===== src/hsb_flash_probe.sv =====
// Package for the strap and boot sequencer, and the flash signature probe.
// Assumes a single 100 MHz clock and flash pins sampled synchronously.
// Contract
// RQ1 - Per-port D+ and D- off straps read
// RQ2 - Port off only when both straps high
// RQ3 - Fixed-port strap level selects ports one-four
// RQ4 - Charge strap level selects ports one-four
// RQ5 - Straps captured at reset release, then held
// RQ6 - Reset low: standby, pins released, PLL stopped
// RQ7 - Reset high: hub mode walks boot stages
// RQ8 - Standby disables ports, resets all state
// RQ9 - Release enters flash init, PLL locks, defaults
// RQ10 - Signature at 0xFFFA enables external ROM
// RQ11 - Signature miss continues to configuration read
// RQ12 - Flash reader supports single/dual, mode 0/3
// RQ13 - Not flash mode: skip check, configuration read
// RQ14 - Load defaults first, then strap overrides
// RQ15 - Strap read picks SoC or OTP stage
// RQ16 - Both pulled: SMBus; neither pulled: flash mode
// RQ17 - SoC stage waits for write to 0xFF
// RQ18 - Level code 0-4; others mean none
// RQ19 - One state machine, restarts on every release
package hsb_pkg;
    localparam int NPORT = 4;
    localparam logic [7:0] FL_CMD_SINGLE = 8'h03;
    localparam logic [7:0] FL_CMD_DUAL = 8'h3b;
    localparam logic [23:0] FL_SIG_ADDR = 24'h00fffa;
    localparam logic [31:0] FL_SIG = 32'h32444655;
    localparam logic [15:0] EXT_BOOT_ADDR = 16'h0000;
    localparam logic [7:0] SOC_END_REG = 8'hff;
    localparam int TX_BITS_SINGLE = 32;
    localparam int TX_BITS_DUAL = 40;
    localparam int RX_CLKS_SINGLE = 32;
    localparam int RX_CLKS_DUAL = 16;
    localparam int SCLK_HALF_CYC = 2;
    localparam logic [3:0] DEF_PORT_OFF = 4'h0;
    localparam logic [3:0] DEF_FIXED = 4'h0;
    localparam logic [3:0] DEF_CHARGE = 4'h0;

    typedef enum logic [2:0] {
        ST_STANDBY, ST_SPI_INIT, ST_SIG_CHECK, ST_EXT_ROM,
        ST_CFG_RD, ST_STRAP_RD, ST_SOC_CFG, ST_OTP_CFG
    } hsb_stage_t;

    typedef struct packed {
        logic [3:0] dplus_line_off_strap;
        logic [3:0] dminus_line_off_strap;
        logic [2:0] fixed_port_count_strap;
        logic [2:0] charge_port_count_strap;
        logic sdo_pullup;
        logic sclk_pullup;
    } hsb_strap_t;

    typedef struct packed {
        logic [3:0] port_off;
        logic [3:0] fixed_mask;
        logic [3:0] charge_mask;
        logic smbus_mode;
    } hsb_cfg_t;

    // Five-level strap to port mask; stray codes read as no ports
    function automatic logic [3:0] level_mask(input logic [2:0] code);
        unique case (code)
            3'h1: level_mask = 4'h1;
            3'h2: level_mask = 4'h3;
            3'h3: level_mask = 4'h7;
            3'h4: level_mask = 4'hf;
            default: level_mask = 4'h0;
        endcase
    endfunction
endpackage

`timescale 1ns/10ps
`default_nettype none

module hsb_flash_probe
    import hsb_pkg::*;
#(
    parameter int HALF = SCLK_HALF_CYC
) (
    // Clock and reset
    input wire logic i_clk,
    input wire logic i_nrst,
    // Control
    input wire logic i_start,
    input wire logic i_dual,
    input wire logic i_mode3,
    output logic o_done,
    output logic o_match,
    // Flash pins
    output logic o_cs_n,
    output logic o_sclk,
    output logic o_pins_oe,
    output logic o_io0,
    output logic o_io0_oe,
    input wire logic i_io0,
    input wire logic i_io1
);
    // The divider is eight bits wide, so the half period is capped
    if (HALF < 1 || HALF > 256) begin : g_bad_half
        $error("HALF must be 1 to 256");
    end

    logic [7:0] div_q;
    logic busy_q;
    logic phase_q;
    logic [6:0] cnt_q;
    logic [39:0] tx_q;
    logic [31:0] rx_q;
    logic dual_q;
    wire tick = busy_q && (div_q == 8'(HALF - 1));
    wire [6:0] tx_n = dual_q ? 7'(TX_BITS_DUAL) : 7'(TX_BITS_SINGLE);
    wire [6:0] total = tx_n + (dual_q ? 7'(RX_CLKS_DUAL) : 7'(RX_CLKS_SINGLE));
    wire in_rx = cnt_q >= tx_n;
    wire last = phase_q && (cnt_q == total - 7'h01);
    // Dual reads take two bits per clock, io1 the higher
    wire [31:0] rx_d = dual_q ? {rx_q[29:0], i_io1, i_io0}
                              : {rx_q[30:0], i_io1};

    always_ff @(posedge i_clk or negedge i_nrst) begin
        if (!i_nrst) begin
            div_q <= 8'h00;
        end else begin
            div_q <= (!busy_q || tick) ? 8'h00 : div_q + 8'h01;
        end
    end

    // Data launched with sclk low, sampled on rising edge: mode 0 and 3
    always_ff @(posedge i_clk or negedge i_nrst) begin
        if (!i_nrst) begin
            busy_q <= 1'b0;
            phase_q <= 1'b0;
            cnt_q <= 7'h00;
            tx_q <= 40'h0;
            rx_q <= 32'h0;
            dual_q <= 1'b0;
            o_cs_n <= 1'b1;
            o_sclk <= 1'b0;
            o_pins_oe <= 1'b0;
            o_io0 <= 1'b0;
            o_io0_oe <= 1'b0;
            o_done <= 1'b0;
            o_match <= 1'b0;
        end else begin
            o_done <= 1'b0;
            if (i_start && !busy_q) begin
                busy_q <= 1'b1;
                dual_q <= i_dual; // [RQ12]
                tx_q <= {i_dual ? FL_CMD_DUAL : FL_CMD_SINGLE,
                         FL_SIG_ADDR, 8'h00}; // [RQ10]
                cnt_q <= 7'h00;
                phase_q <= 1'b0;
                o_cs_n <= 1'b0;
                o_sclk <= i_mode3; // [RQ12]
                o_pins_oe <= 1'b1;
                o_io0_oe <= 1'b1;
            end else if (tick) begin
                phase_q <= ~phase_q;
                if (!phase_q) begin
                    o_sclk <= 1'b0;
                    o_io0 <= tx_q[39];
                    tx_q <= {tx_q[38:0], 1'b0};
                    o_io0_oe <= !(dual_q && in_rx);
                end else begin
                    o_sclk <= 1'b1;
                    if (in_rx) rx_q <= rx_d;
                    cnt_q <= cnt_q + 7'h01;
                    if (last) begin
                        busy_q <= 1'b0;
                        // Clock stays high over the last sample edge
                        o_cs_n <= 1'b1;
                        o_io0_oe <= 1'b0;
                        o_done <= 1'b1;
                        o_match <= (rx_d == FL_SIG); // [RQ10]
                    end
                end
            end else if (!busy_q) begin
                // Park at idle level before select falls: no stray edge
                o_sclk <= i_mode3; // [RQ12]
            end
        end
    end
endmodule

`default_nettype wire


===== src/hsb_boot_seq.sv =====
// Boot sequencer and strap decoder for a four-port hub.
// Assumes straps settle before reset release and the flash answers
// in single or dual read as selected.
`timescale 1ns/10ps
`default_nettype none

module hsb_boot_seq
    import hsb_pkg::*;
(
    // Clock and chip reset
    input wire logic i_clk,
    input wire logic i_nrst,
    // Straps and analog levels
    input wire hsb_strap_t i_straps,
    // Flash options and clocking
    input wire logic i_spi_dual,
    input wire logic i_spi_mode3,
    input wire logic i_clk_valid,
    input wire logic i_pll_locked,
    // SoC register write
    input wire logic i_soc_wr,
    input wire logic [7:0] i_soc_addr,
    // Flash pins
    output logic o_spi_cs_n,
    output logic o_spi_clk,
    output logic o_spi_pins_oe,
    output logic o_spi_io0,
    output logic o_spi_io0_oe,
    input wire logic i_spi_io0,
    input wire logic i_spi_io1,
    // Status and configuration
    output hsb_stage_t o_stage,
    output hsb_cfg_t o_cfg,
    output logic o_cfg_valid,
    output logic o_pll_run,
    output logic o_ext_rom_en,
    output logic [15:0] o_fetch_addr,
    output logic [3:0] o_usb2_port_en,
    output logic [3:0] o_usb3_port_en
);
    hsb_stage_t stage_q;
    hsb_strap_t straps_q;
    logic cfg_step_q;
    logic probe_start_q;
    logic probe_done;
    logic probe_match;

    wire spi_mode = !straps_q.sdo_pullup && !straps_q.sclk_pullup; // [RQ16]
    wire smbus_mode = straps_q.sdo_pullup && straps_q.sclk_pullup; // [RQ16]
    wire soc_end = i_soc_wr && (i_soc_addr == SOC_END_REG); // [RQ17]
    // Off only when both lines are strapped off
    wire [3:0] port_off = straps_q.dplus_line_off_strap
                        & straps_q.dminus_line_off_strap; // [RQ1] [RQ2]
    wire [3:0] fixed_mask =
        level_mask(straps_q.fixed_port_count_strap); // [RQ3] [RQ18]
    wire [3:0] charge_mask =
        level_mask(straps_q.charge_port_count_strap); // [RQ4] [RQ18]

    // Async reset is the standby hold; every release restarts here
    always_ff @(posedge i_clk or negedge i_nrst) begin
        if (!i_nrst) begin
            stage_q <= ST_STANDBY; // [RQ6] [RQ19]
            straps_q <= '0;
            cfg_step_q <= 1'b0;
            probe_start_q <= 1'b0;
            o_stage <= ST_STANDBY;
            o_cfg <= '0; // [RQ8]
            o_cfg_valid <= 1'b0;
            o_pll_run <= 1'b0; // [RQ6]
            o_ext_rom_en <= 1'b0;
            o_fetch_addr <= 16'h0000;
            o_usb2_port_en <= 4'h0; // [RQ8]
            o_usb3_port_en <= 4'h0;
        end else begin
            probe_start_q <= 1'b0;
            unique case (stage_q)
                ST_STANDBY: begin
                    // Pins are caught at the first edge after release
                    straps_q <= i_straps; // [RQ5]
                    stage_q <= ST_SPI_INIT; // [RQ7] [RQ9]
                end
                ST_SPI_INIT: begin
                    o_cfg <= {DEF_PORT_OFF, DEF_FIXED, DEF_CHARGE,
                              1'b0}; // [RQ9]
                    o_pll_run <= i_clk_valid; // [RQ9]
                    if (i_pll_locked && o_pll_run) begin
                        if (spi_mode) begin
                            probe_start_q <= 1'b1;
                            stage_q <= ST_SIG_CHECK;
                        end else begin
                            stage_q <= ST_CFG_RD; // [RQ13]
                        end
                    end
                end
                ST_SIG_CHECK: begin
                    if (probe_done) begin
                        if (probe_match) begin
                            o_ext_rom_en <= 1'b1; // [RQ10]
                            o_fetch_addr <= EXT_BOOT_ADDR;
                            stage_q <= ST_EXT_ROM;
                        end else begin
                            stage_q <= ST_CFG_RD; // [RQ11]
                        end
                    end
                end
                ST_EXT_ROM: begin
                    // External code owns the device from here on
                    stage_q <= ST_EXT_ROM;
                end
                ST_CFG_RD: begin
                    cfg_step_q <= ~cfg_step_q;
                    if (!cfg_step_q) begin
                        o_cfg <= {DEF_PORT_OFF, DEF_FIXED, DEF_CHARGE,
                                  1'b0}; // [RQ14]
                    end else begin
                        o_cfg <= {port_off, fixed_mask, charge_mask,
                                  1'b0}; // [RQ14]
                        o_cfg_valid <= 1'b1;
                        o_usb2_port_en <= ~port_off; // [RQ2]
                        o_usb3_port_en <= ~port_off; // [RQ2]
                        stage_q <= ST_STRAP_RD;
                    end
                end
                ST_STRAP_RD: begin
                    o_cfg.smbus_mode <= smbus_mode; // [RQ15]
                    stage_q <= smbus_mode ? ST_SOC_CFG
                                          : ST_OTP_CFG; // [RQ15]
                end
                ST_SOC_CFG: begin
                    // No timeout: the SoC may take as long as it likes
                    if (soc_end) stage_q <= ST_OTP_CFG; // [RQ17]
                end
                ST_OTP_CFG: begin
                    stage_q <= ST_OTP_CFG;
                end
            endcase
            o_stage <= stage_q;
        end
    end

    hsb_flash_probe u_probe (
        .i_clk(i_clk),
        .i_nrst(i_nrst),
        .i_start(probe_start_q),
        .i_dual(i_spi_dual),
        .i_mode3(i_spi_mode3),
        .o_done(probe_done),
        .o_match(probe_match),
        .o_cs_n(o_spi_cs_n),
        .o_sclk(o_spi_clk),
        .o_pins_oe(o_spi_pins_oe),
        .o_io0(o_spi_io0),
        .o_io0_oe(o_spi_io0_oe),
        .i_io0(i_spi_io0),
        .i_io1(i_spi_io1)
    );
endmodule

`default_nettype wire


===== config.mk =====
export PLATFORM = sky130hd
export DESIGN_NAME = hsb_boot_seq
export DESIGN_NICKNAME = d
export VERILOG_FILES = /design/src/hsb_flash_probe.sv /design/src/hsb_boot_seq.sv
export SDC_FILE = /design/constraint.sdc
export NUM_CORES = 1
export LEC_CHECK = 0
export BUFFER_PORTS_ARGS = -buffer_cell sky130_fd_sc_hd__buf_2
export CAP_MARGIN = 5
export CORE_MARGIN = 8
export CORE_UTILIZATION = 30
export CTS_CLUSTER_DIAMETER = 120
export DETAILED_ROUTE_END_ITERATION = 7
export GPL_ROUTABILITY_DRIVEN = 0
export PLACE_DENSITY = 0.51
export SLEW_MARGIN = 10
export SYNTH_ARGS = -nofsm -noshare
export SYNTH_HDL_FRONTEND = slang
export SYNTH_SLANG_ARGS = --single-unit

===== constraint.sdc =====
create_clock -name i_clk -period 2.3 [get_ports i_clk]
set_input_delay 0.23 -clock i_clk [delete_from_list [all_inputs] [get_ports i_clk]]
set_output_delay 0.23 -clock i_clk [all_outputs]
set_load 0.005 [all_outputs]

==> impl_metrics.csv, run 1 <==
group,metric,value,unit
min_path,min_path_type,"input pin to flop",
clock_tree,clk_path_buf_depth,2,
routing,drt_iter0_drc,255,
yosys,syn_area_per_cell,10.1,sq um
cells_and_area,area_delta_synth_final,18.5,%
yosys,syn_area,5990,sq um
place,hpwl,8570,um
power_and_ir_drop,ir_drop,421,uV
floorplan,pin_count,81,
place,port_buffers,64,
yosys,ys_seq_area_share,54.7,%
routing,route.detailed.drc,0,
sta,skew,0.00709,ns
min_path,holdPathStages,2,
floorplan,die_w,157,um
sta,tightest_slew,0.724,ns
worst_setup_path,r2r-start,"u_probe.cnt_q[3]",
worst_setup_path,worstPathMaxFanout,31,
grt,grt_max_degree,48,
power_and_ir_drop,clkPwrFrac,40.8,%
power_and_ir_drop,switching_share,27.4,%
clock_tree,cts_root_buf,"clkbuf_16",
sta,hold_violations,0,
sta,period_share,90.2,%
cells_and_area,stdcell_area,7100,sq um
floorplan,rows,51,
grt,grt_pass1_vias,4403,
clock_tree,cts_made_buffers,17,
sta,rsz0062_at_grt,"false",
sta,drv_slew,0,
routing,viasPerCell,4.64,
grt,grt.total_usage,11.1,%
worst_setup_path,cp-startpoint,"u_probe.cnt_q[3]",
sta,totalNegativeSetupSlack,0,ns
worst_setup_path,ff2ff_setup_slack,0.23,ns
yosys,syn-instance-count,594,
power_and_ir_drop,intPower,0.00439,W
worst_setup_path,worstPathRequired,2.63,ns
worst_setup_path,r2r-end,"u_probe.rx_q[8]",
routing,ant_nets,0,
clock_tree,cts_setup_buffers,0,
clock_tree,insertion_delay,0.41,ns
power_and_ir_drop,switching_power,0.00166,W
power_and_ir_drop,pwr-share-comb,11.6,%
flow_run,cap_viol_max_count,0,
yosys,yosysWarnings,0,
cells_and_area,final_cell_mix,"dfrtp_1, nand2_1, buf_2, nand3_1, o21ai_0",
cells_and_area,diodes,0,
yosys,async_flop_share,100,%
worst_setup_path,end_kind,"flop",
routing,drtPass1Iterations,6,
yosys,synth_edf_count,0,
power_and_ir_drop,power_density,852,nW/um^2
sta,slew_headroom,51.6,%
floorplan,dieArea,24800,sq um
worst_setup_path,crit_type,"flop to flop",
sta,fin_crit,2.07,ns
cells_and_area,nets,692,
floorplan,initial_core_util,30.7,%
outcome,status,"finished, final reports clean",
worst_setup_path,cp-start-kind,"flop",
cells_and_area,layout_commonest_cell,"dfrtp_1",
grt,grt_pass1_wl,22100,um
floorplan,die_h,157,um
sta,fmax,482,MHz
power_and_ir_drop,seq_power_share,47.6,%
yosys,synth.distinct_cells,50,
routing,wl_per_cell,13.7,um
yosys,synth-seq-cells,131,
clock_tree,cts_tree,"done",
place,place_area,6510,sq um
cells_and_area,drive_gt1_share,20.5,%
grt,overflow,0,
clock_tree,htreeDepth,4,
clock_tree,clk_pin_slew_worst_paths,0.06,ns
floorplan,fp.coreArea,19500,sq um
power_and_ir_drop,leakage,3.43,nW
routing,num_vias,4329,
min_path,worstHoldStart,"i_straps[15]",
sta,setup_viol,0,
yosys,synthFlopType,"dfrtp_1",
min_path,hold_end,"straps_q[15]",
routing,routed_wl,12800,um
worst_setup_path,ff2ff_path_depth,7,
worst_setup_path,worstPathArrival,2.40,ns
grt,antenna_found_initial,0,
clock_tree,cts.sinks,131,
[layer usage]
metal	wire, um	up-vias	GRT usage (%)
met5	0	-	0
met3	628	13	3.26
met2	6050	74	17.4
met4	176	0	4.13
li1	-	2130	-
met1	5950	2112	14.1
[power groups by stage]
stage / Sequential [W] / Combinational (W) / Clock (W)
global placement: 0.00290 / 0.000697 / 0
global route: 0.00294 / 0.000804 / 0.00265
floorplan: 0.00285 / 0.000520 / 0
CTS: 0.00288 / 0.000721 / 0.00255
detailed placement: 0.00292 / 0.000714 / 0
finish: 0.00288 / 0.000703 / 0.00247
[cells by family (layout without fill, tap and decap cells)]
kind of cell	after synthesis	after routing	synth area share, %
other cells	1	16	0.0626
simple gates	254	254	20.2
fa+ha+maj	5	5	1.04
mux	46	46	8.04
compound gates	85	86	8.73
buf+inv	60	117	5.41
xor+xnor	12	12	1.75
flops	131	131	54.7
[worst max-delay path: stages, from the launching register on]
cell	delay, ns
dfrtp_1	0.41
inv_1	0.13
ha_1	0.27
nand3b_1	0.12
a31oi_2	0.20
o21bai_4	0.65
nand2_1	0.10
o21ai_0	0.11
[registers in the layout, indices dropped and copies added (netlist names), 3 cells and up]
name,flops
o_cfg,13
o_stage,3
o_usb3_port_en,4
stage_q,3
straps_q,16
u_probe.cnt_q,7
u_probe.div_q,8
u_probe.rx_q,31
u_probe.tx_q,31
[synthesized netlist by cell type (2+ instances only)]
cell type    n  area (sq um)
buf_2       13          65.1
a21o_1       2          15.0
nor3b_1      2          15.0
dfrtp_1    130          3250
mux2_2      17           191
nand2b_1     8          50.1
a22oi_1      2          15.0
nand2_1    125           469
nor2_1      31           116
mux2i_1     29           290
and2_1       4          25.0
a21oi_1     10          50.1
nand3_1     45           225
nor4b_1      5          43.8
nor3_2       2          20.0
or3_1        2          12.5
xor2_1       4          35.0
nor3_1       3          15.0
a22o_1       5          43.8
o21ai_0     45           225
buf_4       20           150
nor4_1       3          18.8
nand4b_1     3          26.3
inv_1        9          33.8
clkbuf_1    17          63.8
ha_1         5          62.6
a31oi_1     10          62.6
nor2b_1      6          37.5
xnor2_1      8          70.1
and3_1       3          18.8
a32o_1       4          40.0
nand4_1      4          25.0
[through the flow]
stage,total power (W),instances,util [%],hold WS [ns],worst slack [ns]
3_5_place_dp,0.00364,898,33.3,0.250,-0.0467
3_3_place_gp,0.00360,898,33.3,0.244,0.0724
4_1_cts,0.00615,932,36.3,0.0255,0.0556
5_1_grt,0.00639,932,36.4,0.0304,0.0521
6_report,0.00605,932,36.4,0.0453,0.225
2_1_floorplan,0.00337,609,-,-0.0656,0.549
[repair_timing]
item                                    CTS  global route
gates cloned                              1             0
pin swaps                                 1             0
hold endpoints to repair                 35             0
endpoints found under the setup margin   27            32
hold buffers                              1             0
resized for setup                         1             2
[area by class of cell]
class	count	area [sq um]
well taps	265	332
clock buffers	17	425
clock inverters	15	128
repair buffers	76	432
fillers	1994	12400
multi-input cells	419	2470
flip-flops and latches	131	3280
inverters	9	33.8
[how the worst max path moves through the flow]
stage | to | slack (ns) | depth (start not counted)
3_3_place_gp | u_probe.rx_q[7] | 0.07 | 6
5_1_grt | u_probe.rx_q[27] | 0.05 | 7
2_1_floorplan | u_probe.o_io0_oe | 0.55 | 9
4_1_cts | u_probe.rx_q[19] | 0.06 | 7
6_report | u_probe.rx_q[8] | 0.23 | 7
3_5_place_dp | u_probe.rx_q[18] | -0.05 | 6
(Power assumes the default switching activity.)
==> run 2: changes to the inputs <==
--- a/config.mk
+++ b/config.mk
@@ -10,6 +10,7 @@
 export CORE_MARGIN = 8
 export CORE_UTILIZATION = 30
 export CTS_CLUSTER_DIAMETER = 120
+export CTS_CLUSTER_SIZE = 20
 export DETAILED_ROUTE_END_ITERATION = 7
 export GPL_ROUTABILITY_DRIVEN = 0
 export PLACE_DENSITY = 0.51
==> constraint.sdc (replaced) <==
create_clock -name i_clk -period 2.1 [get_ports i_clk]
set_input_delay 0.21 -clock i_clk [delete_from_list [all_inputs] [get_ports i_clk]]
set_output_delay 0.21 -clock i_clk [all_outputs]
set_load 0.005 [all_outputs]
==> impl_metrics.csv, run 2 (synthesis results as in run 1) <==
group,metric,value,unit
outcome,status,"finished, final reports clean",
floorplan,fp.coreArea,19500,sq um
sta,rsz0062_at_grt,"false",
clock_tree,cts_made_buffers,17,
cells_and_area,nets,693,
cells_and_area,drive_gt1_share,20.7,%
flow_run,cap_viol_max_count,0,
place,hpwl,8630,um
grt,overflow,0,
routing,viasPerCell,4.65,
sta,slew_headroom,66.7,%
sta,period_share,90.8,%
grt,grt.busiest_layer,"met2",
place,port_buffers,64,
cells_and_area,nFillCells,1986,
cells_and_area,top_regs,"u_probe.rx_q (31), u_probe.tx_q (31), straps_q (16)",
cells_and_area,diodes,0,
worst_setup_path,ff2ff_path_depth,6,
floorplan,die_w,157,um
worst_setup_path,r2r-end,"u_probe.o_match",
worst_setup_path,cp-startpoint,"u_probe.dual_q",
clock_tree,cts.sinks,131,
floorplan,dieArea,24800,sq um
power_and_ir_drop,power_density,948,nW/um^2
worst_setup_path,endpoint,"u_probe.o_match",
grt,global_route.usage.met2,16.8,%
power_and_ir_drop,ir_drop,572,uV
floorplan,initial_core_util,30.7,%
cells_and_area,post-route-util,36.6,%
routing,drtPass1Iterations,4,
grt,grt.total_usage,10.8,%
worst_setup_path,crit_slowest_cell,"a2111oi_0",
sta,totalNegativeSetupSlack,0,ns
place,dpl.cell_count,900,
sta,fin_crit,1.91,ns
routing,ant_nets,0,
worst_setup_path,worstPathMaxFanout,39,
clock_tree,htreeDepth,4,
clock_tree,cts_root_buf,"clkbuf_16",
cells_and_area,fin_cells,933,
min_path,min_path_type,"input pin to flop",
worst_setup_path,end_kind,"flop",
sta,hold_violations,0,
floorplan,die_h,157,um
worst_setup_path,critPathMaxStageDelay,0.47,ns
min_path,holdPathStages,2,
sta,skew,0.00762,ns
routing,routed_wl,12700,um
grt,grt_pass1_wl,21700,um
routing,num_vias,4336,
floorplan,rows,51,
grt,use_met3,3.43,%
grt,met1_usage,14.2,%
clock_tree,cts_tree,"done",
worst_setup_path,ff2ff_setup_slack,0.19,ns
cells_and_area,area_delta_synth_final,19.3,%
cells_and_area,layout_commonest_cell,"dfrtp_1",
cells_and_area,final_cell_mix,"dfrtp_1, nand2_1, buf_2, o21ai_0, nand3_1",
grt,antenna_found_initial,0,
clock_tree,clk_path_buf_depth,2,
worst_setup_path,r2r-start,"u_probe.dual_q",
grt,grt_max_degree,66,
worst_setup_path,worstPathArrival,2.24,ns
sta,fmax,525,MHz
routing,wl_per_cell,13.6,um
sta,tightest_slew,0.486,ns
sta,hold_ws,0.0287,ns
sta,drv_slew,0,
worst_setup_path,cp-start-kind,"flop",
routing,drt_iter0_drc,216,
power_and_ir_drop,leakage,3.47,nW
power_and_ir_drop,power.total,0.00677,W
routing,route.detailed.drc,0,
floorplan,pin_count,81,
clock_tree,cts_setup_buffers,0,
sta,setup_viol,0,
grt,grt_pass1_vias,4232,
worst_setup_path,crit_type,"flop to flop",
clock_tree,insertion_delay,0.41,ns
worst_setup_path,crit_chain,"buf_12 > nor4bb_1 > a22oi_1 > a2111oi_0 > nand4_1 > o21ai_0",
worst_setup_path,worstPathRequired,2.43,ns
clock_tree,clk_pin_slew_worst_paths,0.06,ns
[run 2: metrics by stage]
step                worst slack [ns]  instance area, sq um
global placement               0.233                  6560
global route                  0.0126                  7150
floorplan                      0.349                  6050
CTS                            0.189                  7140
finish                         0.194                  7150
detailed placement             0.189                  6560
[run 2: layout make-up]
type                            count  area, sq um  share of cell area [%]
Timing Repair Buffer               78          480                    6.72
Multi-Input combinational cell    418         2450                    34.3
Sequential cell                   131         3280                    45.9
Clock buffer                       17          425                    5.95
Clock inverter                     15          148                    2.07
Inverter                            9         33.8                   0.473
Tap cell                          265          332                    4.64
[run 2: worst min-delay path by stage]
stage | startpoint | to | slack (ns)
floorplan | i_nrst | cfg_step_q | -0.09
global placement | i_nrst | straps_q[8] | 0.13
detailed placement | i_nrst | o_cfg_valid | 0.14
CTS | i_straps[15] | straps_q[15] | 0.006
global route | i_straps[13] | straps_q[13] | 0.01
finish | i_straps[4] | straps_q[4] | 0.03
[run 2: timing repair]
action,4_1_cts,5_1_grt
hold buffers,1,0
setup endpoints to repair,0,1
endpoints found under the hold margin,21,0
gates resized for setup,0,1
[run 2: worst max-delay path, delay by kind of cell (launching register included)]
kind | cells | cell delay, ns
AOI/OAI and AO/OA | 3 | 0.75
and+or+nand+nor | 2 | 0.44
DFF | 1 | 0.39
buffers and inverters | 1 | 0.23
[run 2: where the power goes]
| group | internal, W | switching (W) | total [W] |
|---|---|---|---|
| logic | 0.000415 | 0.000399 | 0.000814 |
| clock network | 0.00166 | 0.00117 | 0.00283 |
| registers | 0.00288 | 0.000256 | 0.00313 |
[run 2: layer usage]
layer	vias up	share of wire, %
li1	2128	-
met1	2123	47
met2	76	47
met3	9	5.1
met4	0	0.89
met5	-	0
==> run 3: changes to the inputs <==
--- a/config.mk
+++ b/config.mk
@@ -7,7 +7,6 @@
 export LEC_CHECK = 0
 export BUFFER_PORTS_ARGS = -buffer_cell sky130_fd_sc_hd__buf_2
 export CAP_MARGIN = 5
-export CORE_MARGIN = 8
 export CORE_UTILIZATION = 30
 export CTS_CLUSTER_DIAMETER = 120
 export CTS_CLUSTER_SIZE = 20
==> impl_metrics.csv, run 3 (synthesis results as in run 1) <==
group,metric,value,unit
floorplan,die_h,143,um
routing,viasPerCell,4.62,
sta,totalNegativeSetupSlack,0,ns
grt,antenna_found_initial,0,
clock_tree,cts.sinks,131,
clock_tree,cts_resized,0,
routing,route.detailed.drc,0,
cells_and_area,final_cell_mix,"dfrtp_1, nand2_1, buf_2, nand3_1, o21ai_0",
floorplan,fp.coreArea,19500,sq um
floorplan,dieArea,20500,sq um
flow_run,cap_viol_max_count,0,
floorplan,die_w,143,um
routing,num_vias,4300,
cells_and_area,nets,692,
cells_and_area,diodes,0,
cells_and_area,area_delta_synth_final,18.3,%
worst_setup_path,ff2ff_setup_slack,0.20,ns
routing,drt_iter0_drc,246,
worst_setup_path,worstPathArrival,2.16,ns
clock_tree,cts_made_buffers,17,
worst_setup_path,worstPathRequired,2.36,ns
clock_tree,cts_root_buf,"clkbuf_16",
sta,rsz0062_at_grt,"false",
sta,hold_violations,0,
cells_and_area,drive_gt1_share,19.7,%
place,hpwl,8070,um
cells_and_area,fin_cells,931,
sta,fin_ws,0.205,ns
sta,tightest_slew,0.722,ns
routing,routed_wl,12100,um
place,preCtsSetupSlack,0.177,ns
clock_tree,cts_tree,"done",
worst_setup_path,r2r-end,"u_probe.tx_q[37]",
clock_tree,clk_path_buf_depth,2,
clock_tree,insertion_delay,0.41,ns
worst_setup_path,cp-start-kind,"flop",
routing,ant_nets,0,
sta,skew,0.00777,ns
power_and_ir_drop,power_density,933,nW/um^2
cells_and_area,top_regs,"u_probe.rx_q (31), u_probe.tx_q (31), straps_q (16)",
grt,overflow,0,
sta,slew_headroom,51.8,%
floorplan,pin_count,81,
worst_setup_path,r2r-start,"u_probe.div_q[1]",
routing,drtPass1Iterations,4,
worst_setup_path,worstPathMaxFanout,33,
cells_and_area,layout_commonest_cell,"dfrtp_1",
grt,grt_pass1_vias,4350,
clock_tree,clk_pin_slew_worst_paths,0.05,ns
worst_setup_path,crit_type,"flop to flop",
min_path,worstHoldStart,"i_straps[6]",
worst_setup_path,end_kind,"flop",
routing,wl_per_cell,13.0,um
cells_and_area,post-route-util,36.3,%
clock_tree,htreeDepth,4,
grt,grt.total_usage,12.9,%
sta,fin_crit,1.90,ns
power_and_ir_drop,leakage,3.44,nW
floorplan,rows,51,
worst_setup_path,ff2ff_path_depth,8,
place,port_buffers,64,
outcome,status,"finished, final reports clean",
grt,grt_pass1_wl,20900,um
min_path,holdPathStages,2,
power_and_ir_drop,ir_drop,647,uV
min_path,hold_end,"straps_q[6]",
sta,drv_slew,0,
sta,fmax,528,MHz
place,dpl.cell_count,899,
grt,grt_max_degree,132,
floorplan,initial_core_util,30.7,%
min_path,min_path_type,"input pin to flop",
sta,setup_viol,0,
cells_and_area,nFillCells,1958,
sta,period_share,90.3,%
power_and_ir_drop,power.total,0.00662,W
worst_setup_path,cp-startpoint,"u_probe.div_q[1]",
[run 3: what timing repair did]
item	in CTS	in global routing
setup endpoints to repair	0	0
hold buffers	1	0
hold endpoints to repair	130	0
setup buffers	0	0
[run 3: area by class of cell]
cell class	instances	area [sq um]	area share, %
clock buffer	22	454	6.41
inverter	9	33.8	0.477
multi-input combinational	418	2440	34.5
tap	265	332	4.68
clock inverter	9	83.8	1.18
sequential	131	3280	46.3
timing repair buffer	77	460	6.49
[run 3: routing by layer]
| layer | global-route usage (%) | share of wire, % | wire, um | up-vias |
|---|---|---|---|---|
| met5 | 0 | 0 | 0 | - |
| li1 | - | - | - | 2129 |
| met4 | 5.15 | 1.5 | 182 | 0 |
| met3 | 3.27 | 3.3 | 393 | 15 |
| met1 | 16.5 | 48 | 5820 | 2093 |
| met2 | 20.9 | 47 | 5690 | 63 |
[run 3: worst max path at each step]
stage,end
3_5_place_dp,u_probe.tx_q[37]
2_1_floorplan,u_probe.o_io0_oe
5_1_grt,u_probe.tx_q[37]
4_1_cts,u_probe.tx_q[37]
3_3_place_gp,u_probe.o_io0_oe
6_report,u_probe.tx_q[37]
[run 3: report_power, final]
group / internal, W / total [W] / switching, W
clock: 0.00164 / 0.00269 / 0.00105
sequential: 0.00288 / 0.00316 / 0.000283
combinational: 0.000401 / 0.000762 / 0.000361
total: 0.00492 / 0.00662 / 0.00169
[run 3: stage by stage]
step / instance area, sq um / hold WS [ns]
finish: 7090 / 0.0287
global route: 7090 / 0.0108
CTS: 7090 / 0.0106
detailed placement: 6540 / 0.392
global placement: 6540 / 0.378
floorplan: 6050 / -0.0856
[run 3: critical path: stages (launching register included)]
cell and delay, ns:
dfrtp_1 0.41, inv_1 0.07, ha_1 0.14, nor4b_4 0.24, nand3_1 0.18, or2_1 0.25
buf_4 0.24, nand2_1 0.12, a31oi_1 0.09
